**src/verilog/acos_pkg.sv**
```systemverilog
// constants, register map and timing counts for the four-axis command output stage
// assumes one 200 MHz clock and a plain word-wide register port from the local cpu
package acos_pkg;

    // clock and timing
    localparam int CLK_PERIOD_PS = 5000;
    localparam int STEP_MIN_NS   = 1000;
    localparam int DIR_SETUP_NS  = 200;
    localparam int STEP_MIN_CYC  = (STEP_MIN_NS * 1000 + CLK_PERIOD_PS - 1) / CLK_PERIOD_PS;
    localparam int DIR_SETUP_CYC = (DIR_SETUP_NS * 1000 + CLK_PERIOD_PS - 1) / CLK_PERIOD_PS;

    // widths
    localparam int CMD_W  = 16;
    localparam int ADDR_W = 8;
    localparam int DATA_W = 32;

    // per-axis register block: byte offset inside block, block stride
    localparam logic [7:0] AXIS_STRIDE = 8'h20;
    localparam logic [7:0] OFF_CTRL    = 8'h00;
    localparam logic [7:0] OFF_POS_LIM = 8'h04;
    localparam logic [7:0] OFF_NEG_LIM = 8'h08;
    localparam logic [7:0] OFF_OFFSET  = 8'h0c;
    localparam logic [7:0] OFF_DIRECT  = 8'h10;
    localparam logic [7:0] OFF_STATUS  = 8'h14;
    localparam logic [7:0] OFF_STEPS   = 8'h18;

    // global registers
    localparam logic [7:0] ADDR_WIDTH  = 8'h80;
    localparam logic [7:0] ADDR_KCLR   = 8'h84;
    localparam logic [7:0] ADDR_KSTAT  = 8'h88;

    // control register fields
    localparam int CTRL_W        = 7;
    localparam int CTRL_MODE_CCW = 0;
    localparam int CTRL_PUL_POL  = 1;
    localparam int CTRL_DIR_POL  = 2;
    localparam int CTRL_INH_POL  = 3;
    localparam int CTRL_INH_SW   = 4;
    localparam int CTRL_AUTO_INH = 5;
    localparam int CTRL_MAPPED   = 6;

    // status register fields
    localparam int STAT_KILLED = 0;
    localparam int STAT_BUSY   = 1;
    localparam int STAT_INH    = 2;

    // reset values
    localparam logic [CTRL_W-1:0] CTRL_RST    = 7'h60;
    localparam logic [CMD_W-1:0]  POS_LIM_RST = 16'h7fff;
    localparam logic [CMD_W-1:0]  NEG_LIM_RST = 16'h8000;
    localparam logic [CMD_W-1:0]  WIDTH_RST   = 16'(STEP_MIN_CYC);

    typedef enum logic [3:0] {
        ACOS_IDLE   = 4'b0001,
        ACOS_SETUP  = 4'b0010,
        ACOS_ACTIVE = 4'b0100,
        ACOS_HOLD   = 4'b1000
    } acos_step_state_t;

endpackage : acos_pkg

```
**src/verilog/acos_chan_if.sv**
```systemverilog
// carrier between the register/kill logic and one step pulse channel
// assumes both ends share clk_i
`timescale 1ns/1ps
interface acos_chan_if;
    logic        mode_ccw;
    logic        pulse_pol_high;
    logic        dir_pol_high;
    logic        block;
    logic [15:0] width;
    logic        step_valid;
    logic        step_fwd;
    logic        step_ready;
    logic        pulse_pin;
    logic        reverse_pin;
    logic        busy;
    logic [15:0] step_count;

    modport owner (
        output mode_ccw, pulse_pol_high, dir_pol_high, block, width, step_valid, step_fwd,
        input  step_ready, pulse_pin, reverse_pin, busy, step_count
    );
    modport chan (
        input  mode_ccw, pulse_pol_high, dir_pol_high, block, width, step_valid, step_fwd,
        output step_ready, pulse_pin, reverse_pin, busy, step_count
    );
endinterface : acos_chan_if

```
**src/verilog/acos_step_chan.sv**
```systemverilog
// one stepper pulse channel: turns accepted steps into pin pulses
// assumes steps arrive as valid/ready from the trajectory generator
`timescale 1ns/1ps
module acos_step_chan (
    // clock and reset
    input  wire logic   clk_i,
    input  wire logic   reset_n_i,
    // channel carrier
    acos_chan_if.chan   c
);
    acos_pkg::acos_step_state_t state_reg;
    logic [15:0]                cnt_reg;
    logic                       dir_reg;
    logic [15:0]                count_reg;
    logic                       pulse_pin_reg;
    logic                       rev_pin_reg;
    logic [15:0]                width_m1;
    logic                       accept;
    logic                       turn;
    logic                       active;
    logic                       fwd_act;
    logic                       rev_act;
    logic [15:0]                act_len_reg;

    localparam logic [15:0] SETUP_M1 = 16'(acos_pkg::DIR_SETUP_CYC - 1);
    localparam int          SU_GO    = acos_pkg::DIR_SETUP_CYC + 1;

    // a zero width would give no pulse at all, so it acts as one cycle
    assign width_m1     = (c.width == 16'h0000) ? 16'h0000 : c.width - 16'h0001;
    assign c.step_ready = (state_reg == acos_pkg::ACOS_IDLE) && !c.block;
    assign accept       = c.step_valid && c.step_ready;
    assign turn         = accept && (c.step_fwd != dir_reg);
    assign active       = (state_reg == acos_pkg::ACOS_ACTIVE);
    assign c.busy       = (state_reg != acos_pkg::ACOS_IDLE);
    assign c.pulse_pin  = pulse_pin_reg;
    assign c.reverse_pin = rev_pin_reg;
    assign c.step_count = count_reg;

    // direction change inserts a setup phase so the drive sees a settled level
    always_ff @(posedge clk_i) begin
        if (!reset_n_i) begin
            state_reg <= acos_pkg::ACOS_IDLE;
            cnt_reg   <= 16'h0000;
        end else begin
            case (state_reg)
                acos_pkg::ACOS_IDLE: begin
                    if (accept) begin
                        state_reg <= turn ? acos_pkg::ACOS_SETUP : acos_pkg::ACOS_ACTIVE;
                        cnt_reg   <= turn ? SETUP_M1 : width_m1;
                    end
                end
                acos_pkg::ACOS_SETUP: begin
                    if (cnt_reg == 16'h0000) begin
                        state_reg <= acos_pkg::ACOS_ACTIVE;
                        cnt_reg   <= width_m1;
                    end else begin
                        cnt_reg <= cnt_reg - 16'h0001;
                    end
                end
                acos_pkg::ACOS_ACTIVE: begin
                    if (cnt_reg == 16'h0000) begin
                        state_reg <= acos_pkg::ACOS_HOLD;
                        cnt_reg   <= width_m1;
                    end else begin
                        cnt_reg <= cnt_reg - 16'h0001;
                    end
                end
                acos_pkg::ACOS_HOLD: begin
                    if (cnt_reg == 16'h0000) begin
                        state_reg <= acos_pkg::ACOS_IDLE;
                    end else begin
                        cnt_reg <= cnt_reg - 16'h0001;
                    end
                end
                default: begin
                    state_reg <= acos_pkg::ACOS_IDLE;
                    cnt_reg   <= 16'h0000;
                end
            endcase
        end
    end

    // direction only moves on acceptance, never inside a pulse
    always_ff @(posedge clk_i) begin
        if (!reset_n_i) begin
            dir_reg <= 1'b1;
        end else if (accept) begin
            dir_reg <= c.step_fwd;
        end
    end

    always_ff @(posedge clk_i) begin
        if (!reset_n_i) begin
            count_reg <= 16'h0000;
        end else if (active && cnt_reg == 16'h0000) begin
            count_reg <= count_reg + 16'h0001;
        end
    end

    // mode picks what each pin carries
    always_comb begin
        if (c.mode_ccw) begin
            fwd_act = active && dir_reg;
            rev_act = active && !dir_reg;
        end else begin
            fwd_act = active;
            rev_act = !dir_reg;
        end
    end

    always_ff @(posedge clk_i) begin
        if (!reset_n_i) begin
            pulse_pin_reg <= 1'b1;
            rev_pin_reg   <= 1'b1;
        end else begin
            pulse_pin_reg <= fwd_act ~^ c.pulse_pol_high;
            rev_pin_reg   <= rev_act ~^ c.dir_pol_high;
        end
    end

    // helper: length of the active phase
    always_ff @(posedge clk_i) begin
        if (!reset_n_i) begin
            act_len_reg <= 16'h0000;
        end else begin
            act_len_reg <= active ? act_len_reg + 16'h0001 : 16'h0000;
        end
    end
endmodule : acos_step_chan

```
**src/verilog/axis_command_output_stage.sv**
```systemverilog
// four-axis command output stage: step pins, drive-disable pins, servo values
// assumes a word register port with read data one cycle after the read strobe
//
// The placing of the registers and strobed register access were chosen for this implementation.
`timescale 1ns/1ps
module axis_command_output_stage #(
    parameter int AXES = 4
) (
    // clock and reset
    input  wire logic                    clk_i,
    input  wire logic                    reset_n_i,
    // register port
    input  wire logic [7:0]              reg_addr_i,
    input  wire logic [31:0]             reg_wdata_i,
    input  wire logic                    reg_wr_i,
    input  wire logic                    reg_rd_i,
    output logic      [31:0]             reg_rdata_o,
    // trajectory generator
    input  wire logic [AXES-1:0]         step_valid_i,
    input  wire logic [AXES-1:0]         step_fwd_i,
    output logic      [AXES-1:0]         step_ready_o,
    input  wire logic [AXES-1:0][15:0]   servo_cmd_i,
    // kill sources
    input  wire logic                    shutdown_i,
    input  wire logic                    stop_all_i,
    input  wire logic [AXES-1:0]         motion_err_i,
    // drive pins
    output logic      [AXES-1:0]         pulse_forward_out_o,
    output logic      [AXES-1:0]         sense_reverse_out_o,
    output logic      [AXES-1:0]         inhibit_out_o,
    output logic      [AXES-1:0][15:0]   servo_value_o
);
    // address decode only spans four axis blocks below the global area
    if (AXES < 1 || AXES > 4) begin : g_bad_axes
        $error("AXES must be 1 to 4");
    end

    logic [acos_pkg::CTRL_W-1:0] ctrl_reg   [AXES];
    logic [15:0]                 pos_reg    [AXES];
    logic [15:0]                 neg_reg    [AXES];
    logic [15:0]                 off_reg    [AXES];
    logic [15:0]                 direct_reg [AXES];
    logic [15:0]                 width_reg;
    logic [AXES-1:0]             killed_reg;
    logic [AXES-1:0]             killed_next;
    logic [AXES-1:0]             inh_act;
    logic [AXES-1:0]             inh_reg;
    logic [AXES-1:0][15:0]       servo_reg;
    logic [AXES-1:0][15:0]       servo_next;
    logic [AXES-1:0]             busy_w;
    logic [AXES-1:0][15:0]       count_w;
    logic [31:0]                 rd_val;
    logic [31:0]                 rdata_reg;

    acos_chan_if ch [AXES] ();

    function automatic logic [15:0] sat_add(input logic [15:0] a, input logic [15:0] b);
        logic [16:0] s;
        s = {a[15], a} + {b[15], b};
        if (s[16] != s[15]) begin
            sat_add = s[16] ? 16'h8000 : 16'h7fff;
        end else begin
            sat_add = s[15:0];
        end
    endfunction : sat_add

    function automatic logic [7:0] axis_addr(input int a, input logic [7:0] off);
        axis_addr = 8'(a) * acos_pkg::AXIS_STRIDE + off;
    endfunction : axis_addr

    // register writes
    always_ff @(posedge clk_i) begin
        if (!reset_n_i) begin
            width_reg <= acos_pkg::WIDTH_RST;
            for (int a = 0; a < AXES; a++) begin
                ctrl_reg[a]   <= acos_pkg::CTRL_RST;
                pos_reg[a]    <= acos_pkg::POS_LIM_RST;
                neg_reg[a]    <= acos_pkg::NEG_LIM_RST;
                off_reg[a]    <= 16'h0000;
                direct_reg[a] <= 16'h0000;
            end
        end else if (reg_wr_i) begin
            if (reg_addr_i == acos_pkg::ADDR_WIDTH) begin
                width_reg <= reg_wdata_i[15:0];
            end
            for (int a = 0; a < AXES; a++) begin
                if (reg_addr_i == axis_addr(a, acos_pkg::OFF_CTRL)) begin
                    ctrl_reg[a] <= reg_wdata_i[acos_pkg::CTRL_W-1:0];
                end else if (reg_addr_i == axis_addr(a, acos_pkg::OFF_POS_LIM)) begin
                    pos_reg[a] <= reg_wdata_i[15:0];
                end else if (reg_addr_i == axis_addr(a, acos_pkg::OFF_NEG_LIM)) begin
                    neg_reg[a] <= reg_wdata_i[15:0];
                end else if (reg_addr_i == axis_addr(a, acos_pkg::OFF_OFFSET)) begin
                    off_reg[a] <= reg_wdata_i[15:0];
                end else if (reg_addr_i == axis_addr(a, acos_pkg::OFF_DIRECT)) begin
                    direct_reg[a] <= reg_wdata_i[15:0];
                end
            end
        end
    end

    // kill latch: a new kill event wins over a clear in the same cycle
    always_comb begin
        killed_next = killed_reg;
        if (reg_wr_i && reg_addr_i == acos_pkg::ADDR_KCLR) begin
            killed_next = killed_reg & ~reg_wdata_i[AXES-1:0];
        end
        killed_next = killed_next | motion_err_i;
        if (shutdown_i || stop_all_i) begin
            killed_next = {AXES{1'b1}};
        end
    end

    always_ff @(posedge clk_i) begin
        if (!reset_n_i) begin
            killed_reg <= '0;
        end else begin
            killed_reg <= killed_next;
        end
    end

    // drive-disable pins and servo values
    always_comb begin
        for (int a = 0; a < AXES; a++) begin
            inh_act[a] = ctrl_reg[a][acos_pkg::CTRL_INH_SW]
                       || (ctrl_reg[a][acos_pkg::CTRL_AUTO_INH] && killed_reg[a]);
            if (!ctrl_reg[a][acos_pkg::CTRL_MAPPED]) begin
                servo_next[a] = direct_reg[a];
            end else if ($signed(servo_cmd_i[a]) > $signed(pos_reg[a])) begin
                servo_next[a] = sat_add(pos_reg[a], off_reg[a]);
            end else if ($signed(servo_cmd_i[a]) < $signed(neg_reg[a])) begin
                servo_next[a] = sat_add(neg_reg[a], off_reg[a]);
            end else begin
                servo_next[a] = sat_add(servo_cmd_i[a], off_reg[a]);
            end
        end
    end

    // reset shows the active-low default: pin high means enabled drive
    always_ff @(posedge clk_i) begin
        if (!reset_n_i) begin
            inh_reg   <= {AXES{1'b1}};
            servo_reg <= '0;
        end else begin
            for (int a = 0; a < AXES; a++) begin
                inh_reg[a] <= inh_act[a] ~^ ctrl_reg[a][acos_pkg::CTRL_INH_POL];
            end
            servo_reg <= servo_next;
        end
    end

    // step channels, one per axis
    for (genvar a = 0; a < AXES; a++) begin : g_axis
        assign ch[a].mode_ccw       = ctrl_reg[a][acos_pkg::CTRL_MODE_CCW];
        assign ch[a].pulse_pol_high = ctrl_reg[a][acos_pkg::CTRL_PUL_POL];
        assign ch[a].dir_pol_high   = ctrl_reg[a][acos_pkg::CTRL_DIR_POL];
        assign ch[a].block          = killed_reg[a];
        assign ch[a].width          = width_reg;
        assign ch[a].step_valid     = step_valid_i[a];
        assign ch[a].step_fwd       = step_fwd_i[a];
        assign step_ready_o[a]        = ch[a].step_ready;
        assign pulse_forward_out_o[a] = ch[a].pulse_pin;
        assign sense_reverse_out_o[a] = ch[a].reverse_pin;
        // interface arrays take only constant indices, so the read mux sees plain vectors
        assign busy_w[a]              = ch[a].busy;
        assign count_w[a]             = ch[a].step_count;

        acos_step_chan u_chan (
            .clk_i     (clk_i),
            .reset_n_i (reset_n_i),
            .c         (ch[a])
        );
    end

    // read mux; unmapped reads answer zero
    always_comb begin
        rd_val = 32'h0000_0000;
        if (reg_addr_i == acos_pkg::ADDR_WIDTH) begin
            rd_val = {16'h0000, width_reg};
        end else if (reg_addr_i == acos_pkg::ADDR_KSTAT) begin
            rd_val = 32'(killed_reg);
        end
        for (int a = 0; a < AXES; a++) begin
            if (reg_addr_i == axis_addr(a, acos_pkg::OFF_CTRL)) begin
                rd_val = 32'(ctrl_reg[a]);
            end else if (reg_addr_i == axis_addr(a, acos_pkg::OFF_POS_LIM)) begin
                rd_val = {16'h0000, pos_reg[a]};
            end else if (reg_addr_i == axis_addr(a, acos_pkg::OFF_NEG_LIM)) begin
                rd_val = {16'h0000, neg_reg[a]};
            end else if (reg_addr_i == axis_addr(a, acos_pkg::OFF_OFFSET)) begin
                rd_val = {16'h0000, off_reg[a]};
            end else if (reg_addr_i == axis_addr(a, acos_pkg::OFF_DIRECT)) begin
                rd_val = {16'h0000, direct_reg[a]};
            end else if (reg_addr_i == axis_addr(a, acos_pkg::OFF_STATUS)) begin
                rd_val = {29'h0000_0000, inh_act[a], busy_w[a], killed_reg[a]};
            end else if (reg_addr_i == axis_addr(a, acos_pkg::OFF_STEPS)) begin
                rd_val = {16'h0000, count_w[a]};
            end
        end
    end

    // read data only stands in the cycle after the strobe
    always_ff @(posedge clk_i) begin
        if (!reset_n_i) begin
            rdata_reg <= 32'h0000_0000;
        end else begin
            rdata_reg <= reg_rd_i ? rd_val : 32'h0000_0000;
        end
    end

    assign reg_rdata_o   = rdata_reg;
    assign inhibit_out_o = inh_reg;
    assign servo_value_o = servo_reg;

    for (genvar a = 0; a < AXES; a++) begin : g_chk

    end
endmodule : axis_command_output_stage

```
**config.mk**
```make
export PLATFORM = sky130hd
export DESIGN_NAME = axis_command_output_stage
export DESIGN_NICKNAME = d
export VERILOG_FILES = /design/src/verilog/acos_pkg.sv /design/src/verilog/acos_chan_if.sv /design/src/verilog/acos_step_chan.sv /design/src/verilog/axis_command_output_stage.sv
export SDC_FILE = /design/constraint.sdc
export NUM_CORES = 2
export LEC_CHECK = 0
export BUFFER_PORTS_ARGS = -buffer_cell sky130_fd_sc_hd__buf_2
export CORE_ASPECT_RATIO = 0.7
export CORE_MARGIN = 3
export CORE_UTILIZATION = 33
export CTS_CLUSTER_DIAMETER = 40
export DETAILED_ROUTE_END_ITERATION = 10
export GPL_ROUTABILITY_DRIVEN = 0
export PLACE_DENSITY = 0.46
export SLEW_MARGIN = 20
export SYNTH_ARGS = -nofsm -noshare
export SYNTH_HDL_FRONTEND = slang
export SYNTH_SLANG_ARGS = --single-unit
```
**constraint.sdc**
```tcl
create_clock -name clk_i -period 6.3 [get_ports clk_i]
set_input_delay 0.63 -clock clk_i [delete_from_list [all_inputs] [get_ports clk_i]]
set_output_delay 0.63 -clock clk_i [all_outputs]
set_load 0.05 [all_outputs]
```
# Yosys cells after proc, flatten, opt, wreduce, memory -nomap -nowiden
# Memories as Yosys holds them, arrays and structs flattened.
# Cells that the tools add are included.
[op_classes]
shifts = 0
eq_ne = 86
multipliers = 0
n_lt_le_gt_ge = 8
n_bitwise = 37
add_sub_neg = 21
n_mux = 262
n_reduce_logical = 64
n_div = 0
[ops]
columns = ["op", "n"]
rows = [
  ["$mux 16", 97],
  ["$add 16x16->17", 12],
  ["$pmux 16 s3", 4],
  ["$mux 1", 129],
  ["$eq 8x7->1 const B", 14],
  ["$logic_not 16->1", 5],
  ["$sub 16x1->16 const B", 5],
  ["$mux 4", 19],
  ["$add 16x1->16 const B", 4],
  ["$gt 16x16->1", 4],
  ["$lt 16x16->1", 4],
  ["$pmux 4 s4", 4],
  ["$eq 8x6->1 const B", 7],
  ["$mux 7", 5],
  ["$reduce_or 31->1", 1],
  ["$logic_and 1x1->1", 29],
  ["$eq 8x5->1 const B", 3],
  ["$eq 8x8->1 const B", 3],
  ["$ne 2x1->1 const B", 12],
  ["$or 1x1->1", 20],
  ["$eq 4x1->1 const B", 4],
  ["$eq 4x2->1 const B", 4],
  ["$eq 4x3->1 const B", 4],
  ["$eq 4x4->1 const B", 4],
  ["18 further kinds", 81],
]
[word_totals]
ram_bits = 284
romBits = 0
regBits = 276
latchBits = 0
memories = 5
inputBits = 122
elab_cells = 517
[memory_table]
columns = ["name", "depth", "width", "read_ports", "rd_ports_with_merged_regs", "wr", "line", "text"]
rows = [
  ["direct_reg", 4, 16, 4, 0, 4, "axis_command_output_stage.sv:42", "logic [15:0] direct_reg [AXES];"],
  ["neg_reg", 4, 16, 4, 0, 4, "axis_command_output_stage.sv:40", "logic [15:0] neg_reg [AXES];"],
  ["off_reg", 4, 16, 4, 0, 4, "axis_command_output_stage.sv:41", "logic [15:0] off_reg [AXES];"],
  ["pos_reg", 4, 16, 4, 0, 4, "axis_command_output_stage.sv:39", "logic [15:0] pos_reg [AXES];"],
  ["ctrl_reg", 4, 7, 4, 0, 4, "axis_command_output_stage.sv:38", "logic [acos_pkg::CTRL_W-1:0] ctrl_reg [AXES];"],
]

# Longest topological paths before layout
[logic_depth]
word_depth = 31
ltp_mapped = 13

# Cells and area by module
# A second synthesis with hierarchy kept.
[hier_totals]
cells_unflattened = 4785
area_unflattened_um2 = 41257.1
[by_module_without_submodules]
columns = ["mod", "area_per_inst_um2", "instances", "cells_per_inst"]
rows = [
  ["axis_command_output_stage", 31272.5, 1, 3549],
  ["acos_step_chan", 2496.1, 4, 309],
]

# Least setup slack after synthesis
# OpenSTA, ideal clock, no wires.
[synth_path]
path_kind = "input to register"
startpoint = "input reg_addr_i[0]"
endpoint = "memory pos_reg[1][0] (enable)"
n_path_buf = 4
t_arrival_ns = 3.274
setup_slack_ns = 2.615
required_time_ns = 5.889
stages = 8
setup_ns = 0.411
cell_sequence = "clkbuf_1 -> nor3_1 -> and2_1 -> clkbuf_1 -> nand2_1 -> clkbuf_1 -> clkbuf_1 -> o21ai_0"
[synth_lines]
columns = ["element", "line", "text"]
rows = [
  ["start: declaration", "axis_command_output_stage.sv:13", "input wire logic [7:0] reg_addr_i,"],
  ["end: declaration", "axis_command_output_stage.sv:39", ""],
]

==> results.py <==
metrics = {
    "logic_synthesis": {
        "synth_edf_count": 284,
        "syn-cell-area_mm2": 0.0400,
        "postSynthCellCount": 4634,
        "synth-seq-cells": 544,
        "ys_seq_area_share_pct": 34.4,
        "async_reset_ff_share_pct": 0,
        "yosysWarnings": 0,
        "synth.avg_cell_area_um2": 8.63,
        "synth_top_flop_cell": "edfxtp_1",
        "synth_cell_type_count": 109,
    },
    "sta": {
        "whs_ps": 168,
        "fin_crit_ps": 4240,
        "skew_ps": 28.8,
        "tightest_slew_ps": 1180,
        "tns_ps": 0,
        "finalCritPeriodShare_pct": 67.3,
        "slew_headroom_pct": 20.3,
        "max_freq_ghz": 0.236,
        "finalSetupViolations": 0,
        "slew_violations": 0,
        "hold_viol": 0,
        "fin_ws_ps": 2060,
        "rsz0062_at_grt": "false",
    },
    "clock_network": {
        "cts_hold_buf": 0,
        "post_cts_buffers": 0,
        "htree_num_levels": 3,
        "clk_latency_ps": 690,
        "clockBufferDepth": 3,
        "numClockSinks": 544,
        "clk_pin_slew_ps": 60,
        "numCtsBuffers": 91,
        "cts.repair.resized": 0,
        "cts-root-buf": "clkbuf_16",
        "cts_tree": "built",
    },
    "worst_setup_path": {
        "cp_max_fo": 14,
        "cp.arrival_ps": 4730,
        "worst-setup-path-type": "register to register",
        "cp-end-kind": "register",
        "crit_required_ps": 6800,
        "cp-start-kind": "register",
    },
    "power_and_ir_drop": {
        "p_leak_nw": 18.6,
        "ir_worst_vdd_mv": 0.278,
        "power_density_mw_per_mm2": 309,
    },
    "final_layout": {
        "mostFrequentLayoutCells": "nor2_1 (375), a21oi_1 (366), nand2_1 (344)",
        "layout_commonest_cell": "nor2_1",
        "utilization_pct": 38.1,
        "nets": 5220,
        "postLayoutCellArea_mm2": 0.0456,
        "area_growth_pct": 14.2,
        "drive_gt1_share_pct": 11.3,
    },
    "grt": {
        "grt_use_met2_pct": 36.3,
        "top_usage_layer": "met1",
        "gr-usage-met3_pct": 4.37,
        "overflow": 0,
        "antenna_found_initial": 24,
        "grtUsageTotal_pct": 25.9,
        "grt_pass1_vias": 34156,
        "grt_max_degree": 83,
        "met1_usage_pct": 40.5,
        "grt_pass1_wl_mm": 243,
    },
    "drt": {
        "ant_nets": 0,
        "viasPerCell": 5.81,
        "avgRoutedWirePerCell_um": 26.1,
        "wl_mm": 169,
        "first_iter_violations": 4686,
        "drc": 0,
        "vias": 37522,
        "dr.pass1.iters": 7,
    },
    "place": {
        "dp_hpwl_mm": 129,
        "port_buffers": 201,
        "placed_area_mm2": 0.0425,
        "dp_slack_ps": 1920,
    },
    "floorplan": {
        "start_util_pct": 33.4,
        "row_count": 106,
        "core_area_mm2": 0.120,
        "die_w_um": 422,
        "die_h_um": 297,
        "die-area_mm2": 0.125,
        "num_io_pins": 234,
    },
    "worst_hold_path": {
        "hp-class": "input pin to register",
    },
    "run_status": {
        "outcome": "completed",
    },
    "job": {
        "cap_violations": 0,
    },
}
[cell type report]
cell class,instances,area (µm²)
Multi-Input combinational cell,3633,24500
Clock inverter,62,567
Tap cell,1620,2030
Inverter,224,846
Sequential cell,544,13700
Clock buffer,108,2510
Timing Repair Buffer,262,1470
Fill cell,12261,74100
Antenna cell,7,17.5
[cell families (layout without fill, tap and decap cells)]
kind of cell               Yosys count  after routing  share of synthesized area (%)
and+or+nand+nor                   1563           1563                           20.0
AOI/OAI and AO/OA                 1451           1451                           24.2
DFF                                544            544                           34.4
buffers and inverters              472            656                           4.79
adders and majority gates          342            342                           10.9
xor gates and xnor gates           248            248                           5.43
muxes                               13             13                          0.329
other                                1             23                        0.00938
[per-stage QoR]
| step | instances | power, mW |
|---|---|---|
| 4_1_cts | 6453 | 14.1 |
| 6_report | 6460 | 14.1 |
| 2_1_floorplan | 4649 | 7.68 |
| 5_1_grt | 6455 | 14.8 |
| 3_3_place_gp | 6283 | 9.02 |
| 3_5_place_dp | 6283 | 9.01 |
[worst paths after layout]
check / startpoint / end / slack [ps] / cells past startpoint
max: off_reg[2][0] / servo_value_o[37] / 2060 / 12
min: motion_err_i[0] / killed_reg[0] / 170 / 3
max reg2reg: off_reg[2][0] / servo_value_o[37] / 2060 / 12
min reg2reg: g_axis[1].u_chan.cnt_reg[5] / g_axis[1].u_chan.cnt_reg[5] / 470 / 2
[per-layer routing]
layer,part of all wire [%],vias to the layer above,wire length (µm)
met4,2.3,8,3930
met2,40,1588,68100
met3,8.5,213,14400
met5,0.034,-,57
met1,49,18227,82400
li1,-,17486,-
[critical path, stage by stage, from the launching register on]
cell	delay (ps)
edfxtp_1	580
ha_1	330
inv_1	100
fa_1	220
nor2b_1	80
o31ai_1	370
a31oi_1	230
o31ai_2	440
o2111ai_1	200
a21boi_1	890
o21ai_0	280
a21oi_1	200
nor3_1	130
[Yosys cell counts (all sizes together), types with 11 or more instances]
cell type  count  area share, %
buf           53           0.85
fa            12           0.60
nor3          93            1.2
a21o          88            1.7
or3           70            1.1
nand3         85            1.1
o21a          62            1.2
nand2b        63           0.99
a211oi        67            1.3
inv          224            2.1
o31a          12           0.26
nand2        344            3.2
clkbuf       195            1.8
xor2         109            2.4
o221ai        30           0.66
dfxtp        260             13
a22o          16           0.35
a211o         12           0.26
nand3b        15           0.28
o31ai         24           0.50
o21ai        294            3.7
o211ai        37           0.69
nor4          41           0.69
mux2i         12           0.30
a31o          15           0.35
o21bai        25           0.47
and2         121            1.9
nand4         39           0.64
a221oi        49            1.1
o22ai         69            1.1
ha           330             10
a222oi        11           0.28
a31oi         44           0.70
or4           15           0.28
a22oi         82            1.5
edfxtp       284             21
nor2         384            3.6
or2           49           0.77
a21boi        24           0.45
a21oi        367            4.6
and3         155            2.4
xnor2        139            3.0
a2111oi       14           0.34
nor2b         47           0.74
[where the power goes]
| part | switching, mW | leakage (nW) | internal, mW |
|---|---|---|---|
| Sequential | 0.359 | 4.86 | 4.00 |
| Combinational | 3.05 | 12.2 | 1.64 |
| Clock | 2.02 | 1.52 | 3.03 |
(Power assumes the default switching activity.)
